--- src/logic/rtu_pkg.sv ---
// How it works
// - period select picks second or minute events
// - each update event sets sticky update flag
// - writing zero clears flag, cancels interrupt
// - enabled event drives interrupt low, self-released later
// - disabled interrupt: flag still set, pin idle
// - clock halt suppresses all update events
// - power-on reset sets detect flag, defaults registers
// - zero clears power-on flag, one ignored
// - low voltage flag set by reset or stop
// - zero clears low voltage flag, one ignored
// - oscillator stop beyond 10 ms sets flag
// - zero clears oscillator stop flag, one ignored
// - timestamp logic active only while oscillating
// - event pin level bit reads pin live
// - recharge compare bit reads comparator live
// - battery low bit reads comparator live
// - events coincide with seconds or minutes update
package rtu_pkg;

  // ----------------------------------------------------------
  // register map
  // ----------------------------------------------------------
  localparam logic [7:0] ADDR_EXT_CTRL = 8'h1D; // extension_control
  localparam logic [7:0] ADDR_FLAGS = 8'h1E; // event_flags
  localparam logic [7:0] ADDR_INT_CTRL = 8'h1F; // interrupt_control
  localparam logic [7:0] ADDR_STAT_MON = 8'h33; // status_monitor
  localparam logic [7:0] ADDR_IRQ_STATUS = 8'h40; // sticky irq status, read only
  localparam logic [7:0] ADDR_IRQ_ENABLE = 8'h41; // irq enable, read/write
  localparam logic [7:0] ADDR_IRQ_CLEAR = 8'h42; // irq clear, write only

  // ----------------------------------------------------------
  // field positions
  // ----------------------------------------------------------
  localparam int BIT_UPD_SEL = 5; // update_period_select
  localparam int BIT_POR = 7; // power-on detect flag
  localparam int BIT_UF = 5; // update_event_flag
  localparam int BIT_VLF = 1; // low_voltage_flag
  localparam int BIT_XST = 0; // osc_stop_flag
  localparam int BIT_UIE = 5; // update_irq_enable
  localparam int BIT_STOP = 0; // clock halt
  localparam int BIT_EVENT_PIN_LEVEL = 6; // event_pin_level
  localparam int BIT_RECHARGE_COMPARE_STATUS = 3; // recharge_compare_status
  localparam int BIT_BATTERY_LOW_STATUS = 1; // battery_low_status
  localparam int IRQ_UPDATE = 0; // irq bit: update event
  localparam int IRQ_OSC_STOP = 1; // irq bit: oscillator stop
  localparam int IRQ_BITS = 2;

  // ----------------------------------------------------------
  // reset values
  // ----------------------------------------------------------
  localparam logic [7:0] EXT_CTRL_RESET = 8'h00;
  localparam logic [7:0] BYTE_ZERO = 8'h00;
  localparam logic [IRQ_BITS-1:0] IRQ_RESET = 2'h0;

  // ----------------------------------------------------------
  // timing
  // ----------------------------------------------------------
  localparam real SYS_CLK_MHZ = 250.0; // sys_clk rate
  localparam real UPD_HOLD_MS = 7.57; // least interrupt low time
  localparam real OSC_STOP_MS = 10.0; // oscillator stop filter
  localparam int UPD_HOLD_CYC = int'($ceil(UPD_HOLD_MS * 1000.0 * SYS_CLK_MHZ));
  localparam int OSC_STOP_CYC = int'($ceil(OSC_STOP_MS * 1000.0 * SYS_CLK_MHZ));

  // ----------------------------------------------------------
  // carriers
  // ----------------------------------------------------------
  typedef struct packed {
    logic write; // write strobe
    logic read; // read strobe
    logic [7:0] addr; // register address
    logic [7:0] wdata; // write data
  } rtu_bus_req_type;

  typedef struct packed {
    logic event_pin; // event input pin level
    logic recharge_cmp; // battery above supply
    logic battery_low; // battery below low threshold
  } rtu_monitor_type;

endpackage : rtu_pkg

--- src/logic/rtu_top.sv ---
// Added by the designer: the strobed register port.
`timescale 1ns/1ps
`default_nettype none
module rtu_top
  import rtu_pkg::*;
  #(
    parameter int HOLD_CYCLES = UPD_HOLD_CYC,
    parameter int OSC_STOP_CYCLES = OSC_STOP_CYC
  )
  (
    // clock and resets
    input wire logic sys_clk,
    input wire logic reset,
    input wire logic cold_reset,
    // register port
    input wire rtu_bus_req_type bus_req,
    output logic [7:0] read_data,
    // timekeeping
    input wire logic second_tick,
    input wire logic minute_tick,
    input wire logic osc_running,
    // analog monitors
    input wire rtu_monitor_type monitor,
    // interrupt pin, open drain, active low
    output logic int_n_out,
    output logic int_n_oe,
    // system interrupt and timestamp gate
    output logic irq,
    output logic timestamp_enable
  );

  // ----------------------------------------------------------
  // declarations
  // ----------------------------------------------------------
  logic [7:0] ext_ctrl; // extension_control storage
  logic update_irq_enable; // update_irq_enable
  logic clock_halt; // clock halt bit
  logic por_flag; // power-on detect flag
  logic update_event_flag; // update_event_flag
  logic low_voltage_flag; // low_voltage_flag
  logic osc_stop_flag; // osc_stop_flag
  logic [IRQ_BITS-1:0] irq_status; // sticky irq status
  logic [IRQ_BITS-1:0] irq_enable; // irq enable mask
  logic [IRQ_BITS-1:0] irq_events; // irq sources this cycle
  logic update_event; // one-cycle update event
  logic hold_expired; // interrupt low long enough
  logic osc_stopped_long; // oscillator stopped past filter
  logic osc_stopped_seen; // previous filter output
  logic osc_stop_event; // rising edge of filter output
  logic wr_flags; // write to event_flags
  logic wr_int_ctrl; // write to interrupt_control
  logic uf_clear; // software clears update flag
  logic [7:0] next_read_data; // read mux

  assign wr_flags = bus_req.write && (bus_req.addr == ADDR_FLAGS);
  assign wr_int_ctrl = bus_req.write && (bus_req.addr == ADDR_INT_CTRL);
  assign uf_clear = wr_flags && !bus_req.wdata[BIT_UF];

  // ----------------------------------------------------------
  // update event source
  // ----------------------------------------------------------
  // ticks come from the timekeeping counter as it rolls over
  always_comb
  begin
    update_event = 1'b0;
    if (!clock_halt)
      update_event = ext_ctrl[BIT_UPD_SEL] ? minute_tick : second_tick;
  end

  // ----------------------------------------------------------
  // control registers
  // ----------------------------------------------------------
  // extension register keeps all bits, only the select is used here
  always_ff @(posedge sys_clk)
  begin
    if (reset)
      ext_ctrl <= EXT_CTRL_RESET;
    else if (bus_req.write && bus_req.addr == ADDR_EXT_CTRL)
      ext_ctrl <= bus_req.wdata;
  end

  // interrupt control: update enable and clock halt
  always_ff @(posedge sys_clk)
  begin
    if (reset)
    begin
      update_irq_enable <= 1'b0;
      clock_halt <= 1'b0;
    end
    else if (wr_int_ctrl)
    begin
      update_irq_enable <= bus_req.wdata[BIT_UIE];
      clock_halt <= bus_req.wdata[BIT_STOP];
    end
  end

  // ----------------------------------------------------------
  // oscillator stop filter
  // ----------------------------------------------------------
  rtu_hold_timer
    #(
      .CYCLES(OSC_STOP_CYCLES)
    )
  u_osc_timer
    (
      .sys_clk(sys_clk),
      .reset(reset),
      .run(!osc_running),
      .expired(osc_stopped_long)
    );

  // edge of the filter output marks one detection
  always_ff @(posedge sys_clk)
  begin
    if (reset)
      osc_stopped_seen <= 1'b0;
    else
      osc_stopped_seen <= osc_stopped_long;
  end

  assign osc_stop_event = osc_stopped_long && !osc_stopped_seen;

  // ----------------------------------------------------------
  // event flags, set wins over clear
  // ----------------------------------------------------------
  // power-on flag: reset sets it, a zero write clears it
  always_ff @(posedge sys_clk)
  begin
    if (reset)
      por_flag <= 1'b1;
    else if (wr_flags && !bus_req.wdata[BIT_POR])
      por_flag <= 1'b0;
  end

  // update flag
  always_ff @(posedge sys_clk)
  begin
    if (reset)
      update_event_flag <= 1'b0;
    else if (update_event)
      update_event_flag <= 1'b1;
    else if (uf_clear)
      update_event_flag <= 1'b0;
  end

  // low voltage flag follows power-on and oscillator stop
  always_ff @(posedge sys_clk)
  begin
    if (reset)
      low_voltage_flag <= 1'b1;
    else if (osc_stop_event)
      low_voltage_flag <= 1'b1;
    else if (wr_flags && !bus_req.wdata[BIT_VLF])
      low_voltage_flag <= 1'b0;
  end

  // oscillator stop flag survives the power-on reset
  always_ff @(posedge sys_clk)
  begin
    if (cold_reset)
      osc_stop_flag <= 1'b0;
    else if (osc_stop_event)
      osc_stop_flag <= 1'b1;
    else if (!reset && wr_flags && !bus_req.wdata[BIT_XST])
      osc_stop_flag <= 1'b0;
  end

  // ----------------------------------------------------------
  // update interrupt pin
  // ----------------------------------------------------------
  rtu_hold_timer
    #(
      .CYCLES(HOLD_CYCLES)
    )
  u_hold_timer
    (
      .sys_clk(sys_clk),
      .reset(reset),
      .run(int_n_oe),
      .expired(hold_expired)
    );

  // pin pulls low on an enabled event, released by timer or software
  always_ff @(posedge sys_clk)
  begin
    if (reset)
      int_n_oe <= 1'b0;
    else if (!update_irq_enable)
      int_n_oe <= 1'b0;
    else if (update_event)
      int_n_oe <= 1'b1;
    else if (uf_clear || hold_expired)
      int_n_oe <= 1'b0;
  end

  // the pin is only ever driven low
  always_ff @(posedge sys_clk)
  begin
    int_n_out <= 1'b0;
  end

  // ----------------------------------------------------------
  // timestamp gate
  // ----------------------------------------------------------
  // capture logic idles while the crystal is stopped
  always_ff @(posedge sys_clk)
  begin
    if (reset)
      timestamp_enable <= 1'b0;
    else
      timestamp_enable <= osc_running;
  end

  // ----------------------------------------------------------
  // system interrupt controller
  // ----------------------------------------------------------
  always_comb
  begin
    irq_events = IRQ_RESET;
    irq_events[IRQ_UPDATE] = update_event;
    irq_events[IRQ_OSC_STOP] = osc_stop_event;
  end

  // sticky status, cleared by writing ones, new events win
  always_ff @(posedge sys_clk)
  begin
    if (reset)
      irq_status <= IRQ_RESET;
    else if (bus_req.write && bus_req.addr == ADDR_IRQ_CLEAR)
      irq_status <= (irq_status & ~bus_req.wdata[IRQ_BITS-1:0]) | irq_events;
    else
      irq_status <= irq_status | irq_events;
  end

  // enable mask
  always_ff @(posedge sys_clk)
  begin
    if (reset)
      irq_enable <= IRQ_RESET;
    else if (bus_req.write && bus_req.addr == ADDR_IRQ_ENABLE)
      irq_enable <= bus_req.wdata[IRQ_BITS-1:0];
  end

  // level output, one cycle behind status
  always_ff @(posedge sys_clk)
  begin
    if (reset)
      irq <= 1'b0;
    else
      irq <= |(irq_status & irq_enable);
  end

  // ----------------------------------------------------------
  // read path
  // ----------------------------------------------------------
  always_comb
  begin
    next_read_data = BYTE_ZERO;
    if (bus_req.read)
    begin
      unique case (bus_req.addr)
        ADDR_EXT_CTRL:
          next_read_data = ext_ctrl;
        ADDR_FLAGS:
        begin
          next_read_data[BIT_POR] = por_flag;
          next_read_data[BIT_UF] = update_event_flag;
          next_read_data[BIT_VLF] = low_voltage_flag;
          next_read_data[BIT_XST] = osc_stop_flag;
        end
        ADDR_INT_CTRL:
        begin
          next_read_data[BIT_UIE] = update_irq_enable;
          next_read_data[BIT_STOP] = clock_halt;
        end
        ADDR_STAT_MON:
        begin
          next_read_data[BIT_EVENT_PIN_LEVEL] = monitor.event_pin;
          next_read_data[BIT_RECHARGE_COMPARE_STATUS] = monitor.recharge_cmp;
          next_read_data[BIT_BATTERY_LOW_STATUS] = monitor.battery_low;
        end
        ADDR_IRQ_STATUS:
          next_read_data[IRQ_BITS-1:0] = irq_status;
        ADDR_IRQ_ENABLE:
          next_read_data[IRQ_BITS-1:0] = irq_enable;
        default:
          next_read_data = BYTE_ZERO; // unmapped and write-only read zero
      endcase
    end
  end

  // read data stands only in the cycle after the strobe
  always_ff @(posedge sys_clk)
  begin
    if (reset)
      read_data <= BYTE_ZERO;
    else
      read_data <= next_read_data;
  end
endmodule : rtu_top
`default_nettype wire

--- src/logic/rtu_hold_timer.sv ---
`timescale 1ns/1ps
`default_nettype none
// counts cycles while run is high, expired rises after CYCLES of them
module rtu_hold_timer
  #(
    parameter int CYCLES = 16
  )
  (
    // clock and reset
    input wire logic sys_clk,
    input wire logic reset,
    // control
    input wire logic run,
    // result
    output logic expired
  );

  localparam int CW = $clog2(CYCLES + 1);
  localparam logic [CW-1:0] LAST = CW'(CYCLES - 1);
  localparam logic [CW-1:0] ONE = CW'(1);

  logic [CW-1:0] count; // cycles seen while running

  // ----------------------------------------------------------
  // counter, restarts whenever run drops
  // ----------------------------------------------------------
  always_ff @(posedge sys_clk)
  begin
    if (reset || !run)
    begin
      count <= '0;
      expired <= 1'b0;
    end
    else if (!expired)
    begin
      if (count == LAST)
        expired <= 1'b1;
      else
        count <= count + ONE;
    end
  end

endmodule : rtu_hold_timer
`default_nettype wire

--- config.mk ---
export PLATFORM = sky130hd
export DESIGN_NAME = rtu_top
export DESIGN_NICKNAME = d
export VERILOG_FILES = /design/src/logic/rtu_pkg.sv /design/src/logic/rtu_top.sv /design/src/logic/rtu_hold_timer.sv
export SDC_FILE = /design/constraint.sdc
export NUM_CORES = 1
export LEC_CHECK = 0
export BUFFER_PORTS_ARGS = -buffer_cell sky130_fd_sc_hd__buf_2
export CORE_UTILIZATION = 58
export DETAILED_ROUTE_END_ITERATION = 8
export GPL_TIMING_DRIVEN = 0
export HOLD_SLACK_MARGIN = 0.05
export PLACE_DENSITY_LB_ADDON = 0.2
export SLEW_MARGIN = 20
export SYNTH_ARGS = -nofsm -noshare
export SYNTH_HDL_FRONTEND = slang
export SYNTH_SLANG_ARGS = --single-unit
--- constraint.sdc ---
create_clock -name sys_clk -period 2.4 [get_ports sys_clk]
set_clock_uncertainty 0.05 [all_clocks]
set_input_delay 0.48 -clock sys_clk [delete_from_list [all_inputs] [get_ports sys_clk]]
set_output_delay 0.48 -clock sys_clk [all_outputs]
set_load 0.05 [all_outputs]
==> results.md, run 1 <==
Critical path:
- The worst setup path category is reg -> reg.
- Data arrives at the worst endpoint at 2240 ps.
- In this run the register-to-register setup slack is 320 ps.
- The worst setup path is launched from a register.
- STA puts the critical path data required time at 2560 ps.
- The largest driver fanout on the critical path is 10.
- The worst setup path is captured at a register.

Final layout:
- The number of antenna diodes in the final layout is 0.
- The area growth from synthesis to final layout is 13.90%.
- The library cell used most frequently in the layout, excluding fill and tap cells, is dfxtp_1.
- The final layout contains 454 nets.
- The count of fill cells added during filler insertion is 467.
- In the layout the commonest cells are dfxtp_1 (75), nor2_1 (50), buf_2 (38).
- The fraction of layout cells with a size suffix above 1 is 17.91%.

Yosys:
- The number of unique standard cell types used by synthesis is 49.
- The synthesized net count is 408.
- The synthesized netlist occupies a cell area of 0.003376 sq mm.
- Yosys mapped a number of flops with a built-in enable equal to 0.
- The commonest register cell after synthesis is dfxtp_1.
- Synthesis inferred 75 register bits.
- For this run, the register share of the synthesized area comes to 44.48%.
- The share of flip-flops with an asynchronous set or reset after synthesis is 0%.
- For this run, the number of Yosys warnings is 0.
- After technology mapping, the gate count stands at 379.
- The mean instance size in the synthesized netlist is 8.907 sq um.

Timing:
- Hold is met by 249.3 ps.
- The sum of negative setup slack is 0 ps.
- The worst pin sits at a relative slew slack of 64.48%.
- Derived from the worst setup path, the maximum achievable clock frequency is 481.0 MHz.
- After layout, the worst path uses 86.62% of the clock period.
- The final-report setup violation count is 0.
- The count of final hold-check violations came to 0.
- The count of pins over their slew limit was 0.
- The time the final worst path needs with I/O delays and setup is 2079 ps.
- At the pin with the least slew margin, the transition time is 532.8 ps.
- Setup repair after global routing left no endpoint under its margin.

Floorplanning:
- For this configuration, the core starts out at a cell density of 60.56%.
- During I/O placement, the number of pins put on the boundary was 39.
- The die span in x is 78.29 microns.
- The floorplan step set the die height to 78.29 microns.
- In this run the core area contains 27 standard-cell rows.
- The floorplan step defined a core boundary enclosing 0.005574 sq mm.
- The floorplan step defined a die boundary enclosing 0.006129 sq mm.

Clocking:
- The clock passes through at most 2 buffers.
- Buffers added to address setup during post-CTS repair amount to 0.
- The tree built by TritonCTS fans out to 75 sinks.
- The CTS tree is yes.
- The number of buffers inserted for hold repair after clock tree synthesis is 0.
- After clock tree synthesis, the clock-pin slew on the worst setup and hold paths is 70 ps.
- The quantity of gates resized following cts is 0.
- The clock latency on the worst-skew pair is 340 ps.
- The number of clock buffers inserted by TritonCTS is 9.
- The clock tree root buffer cell is clkbuf_8.
- The clock tree synthesis step divided the H-tree into 3 levels.

Flow run:
- The count of max-cap constraint violations is 0.

Pwr:
- Of the total power, the share spent switching nets is 20.97%.
- The power density over the cells is 597.6 mW/mm^2.
- The share of power burned in the clock network is 41.9%.
- In this run, the combinational gates consume 3.6% of the power.
- The cell-internal power is 1.816 mW.
- The largest voltage drop on the vdd net is 0.4676 mV.
- The reported net switching power is 0.4818 mW.
- The share of power burned in registers is 54.5%.
- The leakage power is 1.334 nW.

Routing:
- The detailed router placed 2,884 vias in this run.
- The number of search-and-repair iterations in the first detailed-routing pass is 4.
- In the routed layout, each cell is associated on average with a via count of 5.745.
- The total wire length after detailed routing is 6915 microns.
- The number of routed nets with antenna violations is 0.
- The starting DRC count in detailed routing is 166.
- The DRC violation count after routing is 0.
- The final routed wire length divided by cell count is 13.77 microns.

Placed design:
- The number of port buffers is 35.
- The detailed placement HPWL is 5096 microns.
- The weighted congestion at the end of routability-driven global placement is 0.8283.

GRT:
- For this run, the total global-route usage over all layers was measured as 24.61%.
- The first global-routing pass estimated 11,740 microns of wire.
- The via count of the first global-routing pass is 2,646.
- The initial antenna violation count was 0.
- The total overflow left after global routing is 0.
- The largest net degree at the start of global routing is 13.

Outcome:
- The flow ran to the end, and the final reports show no timing, DRC or antenna violations.

Hold path:
- The kind of path behind the tightest hold check is in -> reg.
==> per-layer routing <==
layer / GRT usage (%) / share of wire [%] / vias to the layer above
met5: 0 / 0 / -
met4: 8.148 / 1.2 / 0
met3: 7.674 / 4.5 / 10
met2: 40.44 / 49 / 62
met1: 30.54 / 45 / 1362
li1: - / - / 1450
==> cell type report <==
cell class                      instances  area [sq um]  share of cell area, %
Clock buffer                           12         155.1                  4.035
Sequential cell                        75          1501                  39.05
Multi-Input combinational cell        286          1788                  46.50
Clock inverter                          4         48.80                  1.269
Timing Repair Buffer                   35         175.2                  4.556
Inverter                                4         15.01                 0.3905
Buffer                                 14         71.32                  1.855
Tap cell                               72         90.09                  2.343
==> logic make-up (layout without fill, tap and decap cells) <==
kind of cell             after synthesis  in the layout  share of synthesized area [%]
multiplexers                          17             17                          5.189
AND/OR/NAND/NOR                      183            183                          30.10
flip-flops                            75             75                          44.48
other                                  1              1                         0.1111
adder cells (fa/ha/maj)                2              2                         0.7412
AO/OA/AOI/OAI                         60             60                          10.86
buffers and inverters                 18             69                          2.557
XOR/XNOR                              23             23                          5.967
==> stage by stage <==
| stage | util [%] | cell area (sq um) | std cells | total power, mW | setup slack [ps] |
|---|---|---|---|---|---|
| after global routing | 68.98 | 3845 | 502 | 2.402 | 77.95 |
| after global placement | 65.32 | 3641 | 486 | 1.362 | 265.8 |
| after floorplan | - | 3376 | 379 | 1.324 | 549.8 |
| final | 68.98 | 3845 | 502 | 2.298 | 321.1 |
| after detailed placement | 65.32 | 3641 | 486 | 1.363 | 234.4 |
| after CTS | 68.98 | 3845 | 502 | 2.329 | 282.0 |
==> final timing paths <==
path                                     startpoint  cells past startpoint                                 to
setup reg to reg  u_osc_timer.count[0]$_SDFFE_PP0P_                      7  u_osc_timer.count[0]$_SDFFE_PP0P_
hold reg to reg      update_irq_enable$_SDFFE_PP0P_                      2              int_n_oe$_SDFFE_PP0P_
setup / recovery  u_osc_timer.count[0]$_SDFFE_PP0P_                      7  u_osc_timer.count[0]$_SDFFE_PP0P_
hold / removal                           cold_reset                      2         osc_stop_flag$_SDFFE_PP0P_
==> synth_stat cells, drive strengths merged, types with 3 or more instances <==
library cell | instances | share of area, %
and3 | 6 | 1.1
or4 | 5 | 1.1
buf | 6 | 1.2
or3 | 14 | 2.6
xor2 | 11 | 2.9
nand3 | 19 | 3.1
clkbuf | 8 | 0.89
o21ai | 21 | 3.2
o31ai | 3 | 0.67
nor2b | 8 | 1.5
nor2 | 51 | 5.9
inv | 4 | 0.44
nor3 | 10 | 1.6
mux2i | 13 | 3.9
nor4 | 6 | 1.6
nor4b | 4 | 1.2
nand2 | 22 | 2.4
a22oi | 7 | 1.6
nand2b | 8 | 1.5
a21oi | 25 | 4.2
xnor2 | 12 | 3.1
or2 | 3 | 0.56
dfxtp | 75 | 44
mux2 | 4 | 1.3
nand4 | 14 | 2.8
and2 | 3 | 0.56
==> state kept, by name, summed over array words and instances (netlist names), 2 cells and up <==
register,cells
read_data,8
u_hold_timer.count,21
u_osc_timer.count,22
irq_status,2
ext_ctrl,8
irq_enable,2
==> critical path, stage by stage, from the launching register on <==
cell,delay [ps]
dfxtp_1,380
ha_1,250
nand4_1,220
o41ai_2,470
buf_4,240
buf_6,150
xor2_1,150
nor2_1,50
==> power groups by stage <==
stage | sequential, mW | combinational (mW) | clock, mW
finish | 1.25 | 0.0829 | 0.963
global route | 1.25 | 0.0901 | 1.06
CTS | 1.25 | 0.0822 | 0.995
detailed placement | 1.28 | 0.0816 | 0
global placement | 1.28 | 0.0805 | 0
floorplan | 1.28 | 0.0400 | 0
(Power assumes the default switching activity.)
==> run 2, diff against run 1 <==
--- a/config.mk
+++ b/config.mk
@@ -5,12 +5,13 @@
 export SDC_FILE = /design/constraint.sdc
 export NUM_CORES = 1
 export LEC_CHECK = 0
-export BUFFER_PORTS_ARGS = -buffer_cell sky130_fd_sc_hd__buf_2
+export BUFFER_PORTS_ARGS = -buffer_cell sky130_fd_sc_hd__clkbuf_2
 export CORE_UTILIZATION = 58
+export CTS_CLUSTER_SIZE = 16
 export DETAILED_ROUTE_END_ITERATION = 8
 export GPL_TIMING_DRIVEN = 0
 export HOLD_SLACK_MARGIN = 0.05
-export PLACE_DENSITY_LB_ADDON = 0.2
+export PLACE_DENSITY = 0.79
 export SLEW_MARGIN = 20
 export SYNTH_ARGS = -nofsm -noshare
 export SYNTH_HDL_FRONTEND = slang
==> results.md, run 2 (synthesis gave the netlist of run 1 again) <==
Placed design:
- Detailed placement ended at an HPWL of 5058 microns.
- Routability-driven placement finished with a final weighted congestion of 0.8505.
- The number of port buffers is 35.

Critical path:
- The sort of element at the start of the critical path is a register.
- The largest driver fanout on the critical path is 10.
- The endpoint type of the worst setup path is a register.
- The data arrival time of the critical path is 2310 ps.
- At the worst endpoint, the required time is 2560 ps.
- The worst setup path category is reg -> reg.

Final layout:
- The fraction of layout cells with a size suffix above 1 is 17.91%.
- The count of inserted antenna diode cells is 0.
- The number of flip-flops under the largest register name is 22.
- The most common library cell in the layout ignoring fill and taps is dfxtp_1.
- The register name with the most flops is u_osc_timer.count.
- The largest registers in the layout are u_osc_timer.count x22, u_hold_timer.count x21.
- The sequential cell area is 0.001501 sq mm.
- Leaving out fill and tap cells, the most frequent cells in the layout are dfxtp_1 (75), nor2_1 (50), clkbuf_2 (35).
- The count of fill cells added during filler insertion is 450.
- The core utilization of the finished layout is 69.38%.
- The layout net count is 454.
- The area growth from synthesis to final layout is 14.57%.
- The area occupied by multi-input gates is 0.001788 sq mm.

Floorplanning:
- The floorplan step defined a core boundary enclosing 0.005574 sq mm.
- The die span in x is 78.29 microns.
- The number of placement rows is 27.
- The area of the die is 0.006129 sq mm.
- The effective utilization at floorplan is 60.56%.
- In this run the vertical extent of the chip is 78.29 microns.
- The I/O pin count is 39.

GRT:
- For this run the aggregate overflow at the end of global routing stands at 0.
- The via count of the first global-routing pass is 2,715.
- Entering global routing, the biggest net connects 14 pins.
- The global-route wire length before repair is 12,010 microns.
- The initial antenna violation count is 0.
- Global routing consumed, over all layers together, 24.59% of the routing resources.

Routing:
- The via density per instance is 5.731.
- The number of routed nets with antenna violations is 0.
- Summed over all layers, the routed wires come to 7064 microns.
- The detailed router finished its first iteration with 114 violations.
- The number of search-and-repair iterations in the first detailed-routing pass is 5.
- The DRC violation count after routing is 0.
- The final routed wire length divided by cell count is 14.07 microns.
- The routed layout has 2,877 vias.

Clocking:
- The clock transition time at the flip-flop clock pins of the worst setup and hold paths is 70 ps.
- The total number of clock tree sinks is 75.
- The CTS tree is yes.
- The clock passes through at most 2 buffers.
- The quantity of gates resized following cts is 0.
- The number of buffers inserted for hold repair after clock tree synthesis is 0.
- Clock latency on the worst-skew pair, taken at its later pin, is 330 ps.
- The clock tree root buffer cell is clkbuf_8.
- The number of clock buffers inserted by TritonCTS is 9.
- The number of setup buffers added after CTS is 0.
- The H-tree was split into 3 levels.

Timing:
- The post-route fraction of the period consumed by the critical path is 89.48%.
- The final-report setup violation count is 0.
- Based on the critical path, the design can be clocked at up to 465.6 MHz.
- The sum of negative setup slack is 0 ps.
- Setup repair after global routing left no endpoint under its margin.
- For the pin with the worst max-slew slack, the measured transition is 555.5 ps.
- The count of final hold-check violations is 0.
- The worst pin sits at a relative slew slack of 62.96%.
- The worst path in the final design needs a cycle of 2148 ps, including I/O delays and setup.
- The count of pins over their slew limit is 0.

Flow run:
- Across the run, the number of max-cap violations was 0.

Hold path:
- The kind of path behind the tightest hold check is in -> reg.

Pwr:
- The leakage power is 1.333 nW.
- The largest voltage drop on the vdd net is 0.4713 mV.
- The power density over the cells is 622.6 mW/mm^2.

Outcome:
- The flow ran to the end, and the final reports show no timing, DRC or antenna violations.
[run 2: cell types whose count changed in the layout (fill, tap and decap cells not counted)]
cell        delta
inv_6          +1
buf_2         -35
clkinv_2       -2
bufinv_16      +1
clkbuf_2      +35
clkbuf_8       -1
clkinvlp_4     +1
[run 2: worst paths after layout]
kind | from | to | slack, ps | depth (start not counted)
worst max-delay path | u_osc_timer.count[0]$_SDFFE_PP0P_ | u_osc_timer.count[0]$_SDFFE_PP0P_ | 250 | 7
worst min register to register | update_irq_enable$_SDFFE_PP0P_ | int_n_oe$_SDFFE_PP0P_ | 430 | 2
worst max register to register | u_osc_timer.count[0]$_SDFFE_PP0P_ | u_osc_timer.count[0]$_SDFFE_PP0P_ | 250 | 7
worst min-delay path | cold_reset | osc_stop_flag$_SDFFE_PP0P_ | 240 | 2
[run 2: area by class of cell]
cell class,instances,area share (%)
Multi-Input combinational cell,286,46.23
Buffer,14,1.844
Clock inverter,5,2.200
Timing Repair Buffer,35,4.529
Clock buffer,11,3.656
Tap cell,72,2.329
Sequential cell,75,38.82
Inverter,4,0.3882
[run 2: worst max-delay path, cell delays in order (launching register included)]
cell,delay (ps)
dfxtp_1,380
ha_1,260
nand4_1,230
o41ai_2,490
buf_4,240
buf_6,150
xor2_1,160
nor2_1,50
[run 2: layer usage]
metal	GRT usage (%)	vias up	share of wire [%]	wire length, microns
met5	0	-	0	0
met4	8.333	0	1.7	117
met3	5.349	12	3.2	225
met2	41.93	49	49	3437
met1	30.61	1366	46	3284
li1	-	1450	-	-
[run 2: through the flow]
stage                     hold slack, ps  total power, mW  cell area, sq um  std cells  setup slack [ps]
after floorplan                    382.8            1.324              3376        379             549.8
after global placement             401.5            1.362              3641        486             252.8
after detailed placement           417.3            1.363              3641        486             209.8
after CTS                          231.2            2.432              3867        502             249.2
after global routing               225.7            2.490              3867        502             92.65
final                              240.8            2.408              3867        502             252.5
[run 2: where the power goes]
part / switching (mW) / total [mW] / leakage (nW) / internal [mW]
Combinational: 0.0524 / 0.0837 / 0.618 / 0.0313
Sequential: 0.00358 / 1.25 / 0.605 / 1.25
Clock: 0.452 / 1.07 / 0.110 / 0.620
